`config.mk`:
```
export PLATFORM = sky130hd
export DESIGN_NAME = tcx_trap_classifier
export DESIGN_NICKNAME = d
export VERILOG_FILES = /design/src/rtl/tcx_pkg.sv /design/src/rtl/tcx_sync2.sv /design/src/rtl/tcx_trap_classifier.sv
export VERILOG_INCLUDE_DIRS = /design/src /design/src/rtl
export SDC_FILE = /design/constraint.sdc
export NUM_CORES = 1
export LEC_CHECK = 0
export ABC_AREA = 1
export BUFFER_PORTS_ARGS = -buffer_cell sky130_fd_sc_hd__buf_2
export CAP_MARGIN = 20
export CORE_MARGIN = 2
export CORE_UTILIZATION = 48
export CTS_BUF_LIST = sky130_fd_sc_hd__clkbuf_4
export CTS_CLUSTER_SIZE = 8
export DETAILED_ROUTE_END_ITERATION = 8
export PLACE_DENSITY = 0.85
export SYNTH_ARGS = -nofsm -noshare
export SYNTH_HDL_FRONTEND = slang
export SYNTH_SLANG_ARGS = --single-unit
```
`constraint.sdc`:
```
create_clock -name i_ref_clk -period 3.2 [get_ports i_ref_clk]
set_input_delay 0.16 -clock i_ref_clk [delete_from_list [all_inputs] [get_ports i_ref_clk]]
set_output_delay 0.16 -clock i_ref_clk [all_outputs]
set_load 0.02 [all_outputs]
```
`src/rtl/tcx_trap_map.svh`:
```
`ifndef TCX_TRAP_MAP_SVH
`define TCX_TRAP_MAP_SVH

`define TCX_NUM_CLASSES 8
`define TCX_NUM_SYNC 24
`define TCX_ENTRY_SHIFT 5

`define TCX_CLS_MMU 3'h0
`define TCX_CLS_PROT 3'h1
`define TCX_CLS_INSTR 3'h2
`define TCX_CLS_CTX 3'h3
`define TCX_CLS_BUS 3'h4
`define TCX_CLS_ASSERT 3'h5
`define TCX_CLS_SYSTEM_CALL_INSTRUCTION 3'h6
`define TCX_CLS_NMI 3'h7

`define TCX_ID_VAF 8'h00
`define TCX_ID_VAP 8'h01
`define TCX_ID_PRIVILEGED_INSTRUCTION_TRAP 8'h01
`define TCX_ID_MPR 8'h02
`define TCX_ID_MPW 8'h03
`define TCX_ID_MPX 8'h04
`define TCX_ID_MPP 8'h05
`define TCX_ID_MPN 8'h06
`define TCX_ID_GLOBAL_REG_WRITE_TRAP 8'h07
`define TCX_ID_ILLEGAL_OPCODE_TRAP 8'h01
`define TCX_ID_ALN 8'h04
`define TCX_ID_MEM 8'h05
`define TCX_ID_FCD 8'h01
`define TCX_ID_CDO 8'h02
`define TCX_ID_CDU 8'h03
`define TCX_ID_FCU 8'h04
`define TCX_ID_CSU 8'h05
`define TCX_ID_CONTEXT_TYPE_TRAP 8'h06
`define TCX_ID_NESTING_ERROR_TRAP 8'h07
`define TCX_ID_PSE 8'h01
`define TCX_ID_DSE 8'h02
`define TCX_ID_DAE 8'h03
`define TCX_ID_OVF 8'h01
`define TCX_ID_STICKY_OVERFLOW_TRAP 8'h02
`define TCX_ID_NMI 8'h00

// Bit positions of i_sync_req; lower index wins
`define TCX_SRC_ILLEGAL_OPCODE_TRAP 9
`define TCX_SRC_FCU 15
`define TCX_SRC_SYS 23

`endif

```
`src/rtl/tcx_pkg.sv`:
```
package tcx_pkg;
  typedef logic [2:0] tcx_class_t;
  typedef logic [7:0] tcx_id_t;
  typedef enum logic {TCX_IDLE, TCX_ENTER} tcx_state_e;
endpackage

```
`src/rtl/tcx_sync2.sv`:
```
`timescale 1ns/1ps
`default_nettype none
module tcx_sync2 (
  input wire logic i_ref_clk,
  input wire logic i_reset,
  input wire logic i_d,
  output logic o_q
);
  logic meta_r;
  logic q_r;

  always_ff @(posedge i_ref_clk or posedge i_reset) begin
    if (i_reset) begin
      meta_r <= 1'b0;
      q_r <= 1'b0;
    end else begin
      meta_r <= i_d;
      q_r <= meta_r;
    end
  end

  assign o_q = q_r;
endmodule
`default_nettype wire

```
`src/rtl/tcx_trap_classifier.sv`:
```
// Function
// - Trap entry never writes the current CPU priority field
// - No control can mask or disable any trap class
// - Abort current instruction and redirect fetch to the selected handler
// - Saved return address defaults to the trapping instruction, re-executed later
// - Every trap reported as three-bit class plus eight-bit identification
// - Class alone indexes trap vector table, separate from interrupt table
// - Identification written to data register fifteen before handler runs, except on free list underflow
// - Exactly eight trap classes, numbered 0 to 7
// - Class 0: fill id 0, protection id 1, save current PC
// - Class 1: protection traps ids 1 to 7, save current PC
// - Class 2: illegal opcode 1, misalignment 4, invalid address 5
// - Class 3: context traps ids 1 to 7; all but 4 save current PC
// - Class 4: fetch 1, load 2 synchronous; store 3 asynchronous
// - Class 5: overflow 1, sticky overflow 2, save current PC
// - Class 6 system call saves the following instruction PC
// - Class 7 from external input, watchdog or clock loss
// - System call always traps; illegal opcode aborts and traps
// - System call identification is the instruction immediate, 0 to 255
// - Free list underflow jumps straight to its own handler
// - Synchronous traps taken at once, before execution advances
`include "tcx_trap_map.svh"
`timescale 1ns/1ps
`default_nettype none
module tcx_trap_classifier #(
  parameter int unsigned ENTRY_SHIFT = `TCX_ENTRY_SHIFT
) (
  input wire logic i_ref_clk,
  input wire logic i_reset,
  input wire logic [`TCX_NUM_SYNC-1:0] i_sync_req,
  input wire logic [31:0] i_this_pc,
  input wire logic [31:0] i_next_pc,
  input wire logic [7:0] i_system_call_instruction_imm,
  input wire logic i_store_err,
  input wire logic i_wdt_nmi,
  input wire logic i_clk_loss,
  input wire logic i_nmi_pin,
  input wire logic [31:0] i_vec_base,
  input wire logic [31:0] i_fcu_handler,
  output logic o_abort,
  output logic o_fcu_jump,
  output logic [31:0] o_fetch_addr,
  output logic [2:0] o_class,
  output logic [7:0] o_id,
  output logic [31:0] o_save_pc,
  output logic o_save_we,
  output logic o_d15_we,
  output logic [31:0] o_d15_data,
  output logic o_prio_we
);
  // Refuse shifts that would push the class bits past the address
  if (ENTRY_SHIFT < 2 || ENTRY_SHIFT > 24) begin : g_bad_shift
    $error("ENTRY_SHIFT out of range");
  end

  tcx_pkg::tcx_state_e state_r;
  tcx_pkg::tcx_class_t sel_cls;
  tcx_pkg::tcx_id_t sel_id;
  tcx_pkg::tcx_class_t cls_r;
  tcx_pkg::tcx_id_t id_r;
  logic [31:0] sel_pc;
  logic [31:0] save_pc_r;
  logic [31:0] fetch_r;
  logic sel_fcu;
  logic fcu_r;
  logic sync_any;
  logic take_sync;
  logic take_async;
  logic take;
  logic nmi_s;
  logic nmi_prev_r;
  logic nmi_evt;
  logic nmi_pend_r;
  logic store_pend_r;
  logic take_nmi;
  logic take_store;

  // Class and identification of each synchronous source
  function automatic logic [10:0] src_code(input int unsigned idx);
    logic [10:0] c;
    c = {`TCX_CLS_MMU, `TCX_ID_VAF};
    unique case (idx)
      0: c = {`TCX_CLS_MMU, `TCX_ID_VAF};
      1: c = {`TCX_CLS_MMU, `TCX_ID_VAP};
      2: c = {`TCX_CLS_PROT, `TCX_ID_PRIVILEGED_INSTRUCTION_TRAP};
      3: c = {`TCX_CLS_PROT, `TCX_ID_MPR};
      4: c = {`TCX_CLS_PROT, `TCX_ID_MPW};
      5: c = {`TCX_CLS_PROT, `TCX_ID_MPX};
      6: c = {`TCX_CLS_PROT, `TCX_ID_MPP};
      7: c = {`TCX_CLS_PROT, `TCX_ID_MPN};
      8: c = {`TCX_CLS_PROT, `TCX_ID_GLOBAL_REG_WRITE_TRAP};
      9: c = {`TCX_CLS_INSTR, `TCX_ID_ILLEGAL_OPCODE_TRAP};
      10: c = {`TCX_CLS_INSTR, `TCX_ID_ALN};
      11: c = {`TCX_CLS_INSTR, `TCX_ID_MEM};
      12: c = {`TCX_CLS_CTX, `TCX_ID_FCD};
      13: c = {`TCX_CLS_CTX, `TCX_ID_CDO};
      14: c = {`TCX_CLS_CTX, `TCX_ID_CDU};
      15: c = {`TCX_CLS_CTX, `TCX_ID_FCU};
      16: c = {`TCX_CLS_CTX, `TCX_ID_CSU};
      17: c = {`TCX_CLS_CTX, `TCX_ID_CONTEXT_TYPE_TRAP};
      18: c = {`TCX_CLS_CTX, `TCX_ID_NESTING_ERROR_TRAP};
      19: c = {`TCX_CLS_BUS, `TCX_ID_PSE};
      20: c = {`TCX_CLS_BUS, `TCX_ID_DSE};
      21: c = {`TCX_CLS_ASSERT, `TCX_ID_OVF};
      22: c = {`TCX_CLS_ASSERT, `TCX_ID_STICKY_OVERFLOW_TRAP};
      default: c = {`TCX_CLS_SYSTEM_CALL_INSTRUCTION, 8'h00};
    endcase
    return c;
  endfunction

  tcx_sync2 u_nmi_sync (
    .i_ref_clk(i_ref_clk),
    .i_reset(i_reset),
    .i_d(i_nmi_pin),
    .o_q(nmi_s)
  );

  always_ff @(posedge i_ref_clk or posedge i_reset) begin
    if (i_reset) begin
      nmi_prev_r <= 1'b0;
    end else begin
      nmi_prev_r <= nmi_s;
    end
  end

  assign nmi_evt = (nmi_s & ~nmi_prev_r) | i_wdt_nmi | i_clk_loss;

  // Nothing here can mask a request
  assign sync_any = |i_sync_req;
  assign take_sync = (state_r == tcx_pkg::TCX_IDLE) && sync_any;
  assign take_async = (state_r == tcx_pkg::TCX_IDLE) && !sync_any
                      && (nmi_pend_r || store_pend_r);
  assign take_nmi = take_async && nmi_pend_r;
  assign take_store = take_async && !nmi_pend_r;
  assign take = take_sync || take_async;

  // Asynchronous events wait here; a new event beats the clear
  always_ff @(posedge i_ref_clk or posedge i_reset) begin
    if (i_reset) begin
      nmi_pend_r <= 1'b0;
    end else begin
      nmi_pend_r <= nmi_evt | (nmi_pend_r & ~take_nmi);
    end
  end

  always_ff @(posedge i_ref_clk or posedge i_reset) begin
    if (i_reset) begin
      store_pend_r <= 1'b0;
    end else begin
      store_pend_r <= i_store_err | (store_pend_r & ~take_store);
    end
  end

  always_comb begin
    logic [10:0] code;
    code = 11'h000;
    sel_cls = `TCX_CLS_NMI;
    sel_id = `TCX_ID_NMI;
    sel_pc = i_next_pc;
    sel_fcu = 1'b0;
    if (sync_any) begin
      for (int i = `TCX_NUM_SYNC - 1; i >= 0; i--) begin
        if (i_sync_req[i]) begin
          code = src_code(i);
          sel_fcu = (i == `TCX_SRC_FCU);
        end
      end
      sel_cls = code[10:8];
      sel_id = code[7:0];
      sel_pc = i_this_pc;
      if (code[10:8] == `TCX_CLS_SYSTEM_CALL_INSTRUCTION) begin
        sel_id = i_system_call_instruction_imm;
        sel_pc = i_next_pc;
      end
    end else if (!nmi_pend_r) begin
      sel_cls = `TCX_CLS_BUS;
      sel_id = `TCX_ID_DAE;
      sel_pc = i_this_pc;
    end
  end

  always_ff @(posedge i_ref_clk or posedge i_reset) begin
    if (i_reset) begin
      state_r <= tcx_pkg::TCX_IDLE;
    end else begin
      unique case (state_r)
        tcx_pkg::TCX_IDLE: begin
          if (take) begin
            state_r <= tcx_pkg::TCX_ENTER;
          end
        end
        tcx_pkg::TCX_ENTER: begin
          state_r <= tcx_pkg::TCX_IDLE;
        end
      endcase
    end
  end

  always_ff @(posedge i_ref_clk or posedge i_reset) begin
    if (i_reset) begin
      cls_r <= 3'h0;
      id_r <= 8'h00;
      save_pc_r <= 32'h0000_0000;
      fcu_r <= 1'b0;
      fetch_r <= 32'h0000_0000;
    end else if (take) begin
      cls_r <= sel_cls;
      id_r <= sel_id;
      save_pc_r <= sel_pc;
      fcu_r <= sel_fcu;
      if (sel_fcu) begin
        fetch_r <= i_fcu_handler;
      end else begin
        fetch_r <= i_vec_base + (32'(sel_cls) << ENTRY_SHIFT);
      end
    end
  end

  assign o_abort = (state_r == tcx_pkg::TCX_ENTER);
  assign o_fcu_jump = o_abort && fcu_r;
  assign o_fetch_addr = fetch_r;
  assign o_class = cls_r;
  assign o_id = id_r;
  assign o_save_pc = save_pc_r;
  assign o_save_we = o_abort && !fcu_r;
  assign o_d15_we = o_abort && !fcu_r;
  assign o_d15_data = {24'h00_0000, id_r};
  assign o_prio_we = 1'b0;
endmodule
`default_nettype wire

```
== After elaboration in Yosys (flattened, before gate mapping) ==
Index checks and enable logic that the tools add are counted.
Operators by class
  $add $sub $neg: 1
  equality and inequality tests: 1
  multiplexer cells: 53
  bitwise gates (word level): 11
  reduce and logical (&&, ||, !) cells: 13
Operator list (number)
  two-way mux 11 bit: 25
  two-way mux 32 bit: 4
  adder 32 x 8 -> 32 bit: 1
  OR reduction 24 bit: 1
  two-way mux 1 bit: 18
  two-way mux 8 bit: 2
  logical AND 1 bit: 7
  two-way mux 2 bit: 2
  inverter 1 bit: 4
  OR 1 bit: 4
  AND 1 bit: 3
  == test 3 bit (second input constant): 1
  zero test 1 bit: 3
  two-way mux 3 bit: 1
  logical OR 1 bit: 2
  one-hot mux 1 bit (2 select lines): 1
Storage, ports and cells
  bits in registers: 82
  input port bits: 166
  output and inout bits: 112
  logic and storage cells: 90

== Depth between registers and ports, before layout ==
  depth in word-level cells: 28
  mapped depth: 27
  gate-level depth less buffers: 27

== Hierarchy ==
Synthesis repeated with hierarchy kept, for this count alone.
Second synthesis, totals
  cells, all modules: 735
  area total of the unflattened synthesis: 5449.0 sq um
Modules (own cells, without submodules)
  tcx_trap_classifier: instances 1, cells each 732, area each 5395.2 sq um, seq. area each 2001.9 sq um
  tcx_sync2: instances 1, cells each 3, area each 53.8 sq um, seq. area each 50.0 sq um

== Worst setup path after synthesis ==
Ideal clock, no wire load.
  path type: input to register
  start point: input i_sync_req[6]
  end point: register fetch_r[27] (netlist: o_fetch_addr[27])
  library setup time: 0.124 ns
  arrival: 2.984 ns
  data required time: 3.076 ns
  setup slack: 0.092 ns
  stages on the path: 23
  path buffers: 1
  cell sequence: nor2_1 nand3_1 nor3_2 nand3_2 nor2_4 clkbuf_1 a21oi_1 nor2_1 ha_1 fa_1 nand3_1 nand2_1 nand3_2 nor2_4 nand2_2 nor2_2 nand2_1 nor3_2 nand3_1 nor2_1 o21ai_0 o211ai_1 nand2_1
On the way
  word-level cells in the longest chain between the ends: 11
  elaborated cells on any way between the ends: 25
  classes of those cells: add/sub: 1; mux: 18; reduce/logical: 6
Ends and longest elaborated chain
  start, declared: RTL line tcx_trap_classifier.sv:30  | input wire logic [`TCX_NUM_SYNC-1:0] i_sync_req,
  two-way mux 11 bit (7 in a row): RTL line tcx_trap_classifier.sv:163  | if (i_sync_req[i]) begin
  two-way mux 11 bit: RTL line tcx_trap_classifier.sv:161  | if (sync_any) begin
  two-way mux 3 bit (*): RTL line tcx_trap_classifier.sv:161
  via sel_cls[0]: RTL line tcx_trap_classifier.sv:57  | tcx_pkg::tcx_class_t sel_cls;
  adder 32 x 8 -> 32 bit (*): RTL line tcx_trap_classifier.sv:214  | fetch_r <= i_vec_base + (32'(sel_cls) << ENTRY_SHIFT);
  two-way mux 32 bit (*): RTL line tcx_trap_classifier.sv:211  | if (sel_fcu) begin
  end signal, assigned: RTL line tcx_trap_classifier.sv:212  | fetch_r <= i_fcu_handler;
  end signal, assigned: RTL line tcx_trap_classifier.sv:214
  end, declared: RTL line tcx_trap_classifier.sv:63  | logic [31:0] fetch_r;
The timed path passes the listed nets; every way through them passes the cells marked *. The select of a mux whose other input is x is not followed.
A chain may end at the register's enable or synchronous reset.

== Final worst setup path ==
  start point: input i_sync_req[13]
  end point: register fetch_r[27] (netlist: o_fetch_addr[27])
On the way
  word-level cells in the longest chain between the ends: 18
  elaborated cells on any way between the ends: 39
  classes of those cells: add/sub: 1; mux: 32; reduce/logical: 6
Ends and longest elaborated chain (RTL line)
  two-way mux 11 bit (14 in a row): tcx_trap_classifier.sv:163
  two-way mux 11 bit: tcx_trap_classifier.sv:161
  two-way mux 3 bit (*): tcx_trap_classifier.sv:161
  via sel_cls[0]: tcx_trap_classifier.sv:57
  adder 32 x 8 -> 32 bit (*): tcx_trap_classifier.sv:214
  two-way mux 32 bit (*): tcx_trap_classifier.sv:211
Marks and branches as above.

==> summary.md <==
| Metric | Value |
|---|---|
| Status | `finished clean` |
| Hpwl dp | `12800 um` |
| Design Area, Final | `7330 um^2` |
| Peak VDD IR | `188 uV` |
| HP Start | `i_vec_base[11]` |
| Total gr overflow | `0` |
| Leakage | `4.00 nW` |
| Post-CTS Setup Bufs | `0` |
| Synth warnings | `0` |
| IO Pins | `278` |
| Critical path's largest stage delay | `0.22 ns` |
| Core area | `11300 um^2` |
| Crit-path max FO | `4` |
| Slew at the pin closest to its max-slew limit | `0.639 ns` |
| Post-synth EDFFs | `0` |
| Clock sink total | `82` |
| Nets | `1221` |
| First-pass GRT wire length | `29100 um` |
| DP Cell Count | `1143` |
| Gr usage total | `29.1%` |
| H-tree depth | `3` |
| WP data required | `3.61 ns` |
| Pre-CTS setup slack | `-0.0539 ns` |
| Vias | `6277` |
| Worst EP arrival | `3.15 ns` |
| Seq cells post-synth | `82` |
| Hold/Removal Path Class | `in2reg` |
| Clock root buffer | `clkbuf_4` |
| Syn Inst Count | `774` |
| Setup TNS | `0 ns` |
| Initial DRC Count | `539` |
| Syn_area_per_cell | `7.10 um^2` |
| Async SR Flop Fraction | `100%` |
| Sequential area share after synthesis | `37.3%` |
| Crit path from | `i_sync_req[13]` |
| Crit path top cell by count | `nand2_1` |
| Clk_skew | `0.0145 ns` |
| Critical setup path kind | `in2reg` |
| IO buf count | `252` |
| Hold violation total from the final report | `0` |
| Slew HR | `57.3%` |
| Initial antenna violation count | `1` |
| Worst-Skew Late Latency | `0.46 ns` |
| Num CTS Buffers | `9` |
| Vias in the first global route | `6040` |
| # setup viols final | `0` |
| Dpl cell area | `6780 um^2` |
| Drt first pass iters | `5` |
| Starting Density | `48.6%` |
| RSZ-0062 raised after global routing | `false` |
| Worst-path clk slew | `0.16 ns` |
| Drc violations | `0` |
| Post-Syn Area | `5500 um^2` |
| Final min period | `2.74 ns` |
| Largest area contributor in the netlist | `dfrtp_1` |
| Fmax | `366 MHz` |
| Share of the synthesized area in the top cell type | `37.3%` |
| Non-Filler Instances | `1200` |
| Main synth FF type | `dfrtp_1` |
| DIE HEIGHT | `111 um` |
| # Max-Cap Violations | `0` |
| Avg WL per Cell | `15.0 um` |
| Final hold slack | `0.0117 ns` |
| Post-DRT Antenna Nets | `0` |
| Final Slew Violations | `0` |
| Pin count of the biggest net entering global routing | `115` |
| Die area | `12300 um^2` |
| Unique cell type count in the Yosys netlist | `37` |
| Core Rows | `39` |
| CTS tree | `done` |
| GP Congestion | `0.948` |
| Power density over cell area | `311 nW/um^2` |
| Fin crit share | `85.5%` |
| Startpoint Class | `primary input` |
| Slowest stage cell, crit path | `ha_1` |
| CTS max path bufs | `2` |
| Setup ws final | `0.464 ns` |
| DRT Wirelength | `18000 um` |
| Layout cell share with drive strength beyond 1 | `29.9%` |
| Top delay family on crit path | `simple AND/OR/NAND/NOR gates` |
| Vias per inst | `5.23` |
| WP buf/inv | `4` |
| Synth area leaders | `dfrtp_1 37%, nand2_1 15%, o21ai_0 5.9%` |
| Crit path capture type | `flop` |
| Reg-to-reg critical path startpoint | `nmi_pend_r$_DFF_PP0_` |
| Area growth, synth to finish | `33.3%` |
| Die width | `111 um` |
-- path summary, 6_finish.rpt --
kind                                           endpoint  slack, ns  cells after the start
max                        o_fetch_addr[27]$_DFFE_PP0N_       0.46                     26
min                        o_fetch_addr[11]$_DFFE_PP0N_       0.01                      4
max reg2reg                o_fetch_addr[27]$_DFFE_PP0N_       0.63                     18
min reg2reg                    u_nmi_sync.o_q$_DFF_PP0_       0.37                      0
max in group asynchronous  o_fetch_addr[19]$_DFFE_PP0N_       2.14                      4
min in group asynchronous  o_fetch_addr[28]$_DFFE_PP0N_       0.27                      3
-- layout make-up --
| class | count | area [um^2] |
|---|---|---|
| clock inverters | 6 | 72.6 |
| inverters | 69 | 260 |
| well taps | 143 | 179 |
| multi-input cells | 572 | 2830 |
| diodes | 1 | 2.50 |
| flip-flops and latches | 82 | 2050 |
| clock buffers | 10 | 75.1 |
| fillers | 972 | 3990 |
| repair buffers | 317 | 1860 |
-- state kept, by name, indices dropped and copies added, names as in the netlist --
register           count
nmi_prev_r             1
fcu_r                  1
o_fetch_addr          32
o_abort                1
o_class                3
o_id                   8
u_nmi_sync.meta_r      1
store_pend_r           1
o_save_pc             32
nmi_pend_r             1
u_nmi_sync.o_q         1
-- layout by cell type (no fill, tap or decap), types with 10 or more instances in the layout --
master	netlist	routed
conb_1	1	25
nand3_1	40	39
buf_2	10	252
a22o_1	20	20
o21ai_0	65	65
inv_1	63	62
a21oi_1	17	17
dfrtp_1	82	82
xor2_1	12	12
nor3_1	11	11
clkbuf_4	0	10
nor2_1	47	46
a31oi_1	33	33
dlygate4sd3_1	0	40
o21ai_1	30	30
nand2_1	224	224
buf_4	40	24
-- cells in the mapped netlist, drive strengths merged (6+ instances only) --
library cell,count
a31oi,33
nor2,51
nand4,9
or2,6
o21ai,96
dfrtp,82
inv,68
nand2,225
a21oi,17
a22o,20
clkbuf,23
nand3,42
nor3,13
buf,52
xor2,12
-- worst register-to-register path: stages, from the launching register on --
cell	delay (ns)
dfrtp_1	0.38
nor2_1	0.07
nor2_1	0.18
ha_1	0.22
fa_1	0.20
nand3_1	0.09
nand2_1	0.11
nand3_2	0.10
nor2_4	0.11
nand2_2	0.07
nor2_2	0.11
nand2_1	0.09
nor3_2	0.19
nand3_1	0.13
nand2_1	0.08
inv_1	0.03
o21ai_0	0.16
o211ai_1	0.11
nand2_1	0.09
-- report_power, final --
| group | total [mW] | internal [mW] | switching (mW) |
|---|---|---|---|
| combinational | 0.500 | 0.213 | 0.288 |
| sequential | 1.11 | 1.08 | 0.0266 |
| clock | 0.670 | 0.258 | 0.411 |
| total | 2.28 | 1.55 | 0.726 |
-- kinds of logic after synthesis --
| group | Yosys count | synth area share, % |
|---|---|---|
| buffers and inverters | 144 | 13.1 |
| DFF | 82 | 37.3 |
| AOI/OAI and AO/OA | 179 | 19.4 |
| xor gates and xnor gates | 16 | 2.55 |
| other | 1 | 0.0682 |
| adders and majority gates | 4 | 1.05 |
| and+or+nand+nor | 348 | 26.6 |
-- routing by layer --
layer / vias up / routed length (um) / track usage [%]
li1: 3054 / - / -
met1: 2875 / 7320 / 36.8
met2: 311 / 8850 / 50.4
met3: 37 / 1400 / 5.47
met4: 0 / 452 / 9.79
met5: - / 0 / 0
-- timing repair --
item                                   in CTS  in global routing
hold buffers                               39                  1
setup endpoints to repair                   0                  1
endpoints found under the hold margin      63                  1
gates resized for setup                     0                  1
-- stage by stage --
stage / util [%] / power [mW]
after floorplan: - / 1.39
after global placement: 59.9 / 1.58
after detailed placement: 59.9 / 1.58
after CTS: 64.6 / 2.28
after global routing: 64.7 / 2.40
final: 64.7 / 2.28
(Power assumes the default switching activity.)
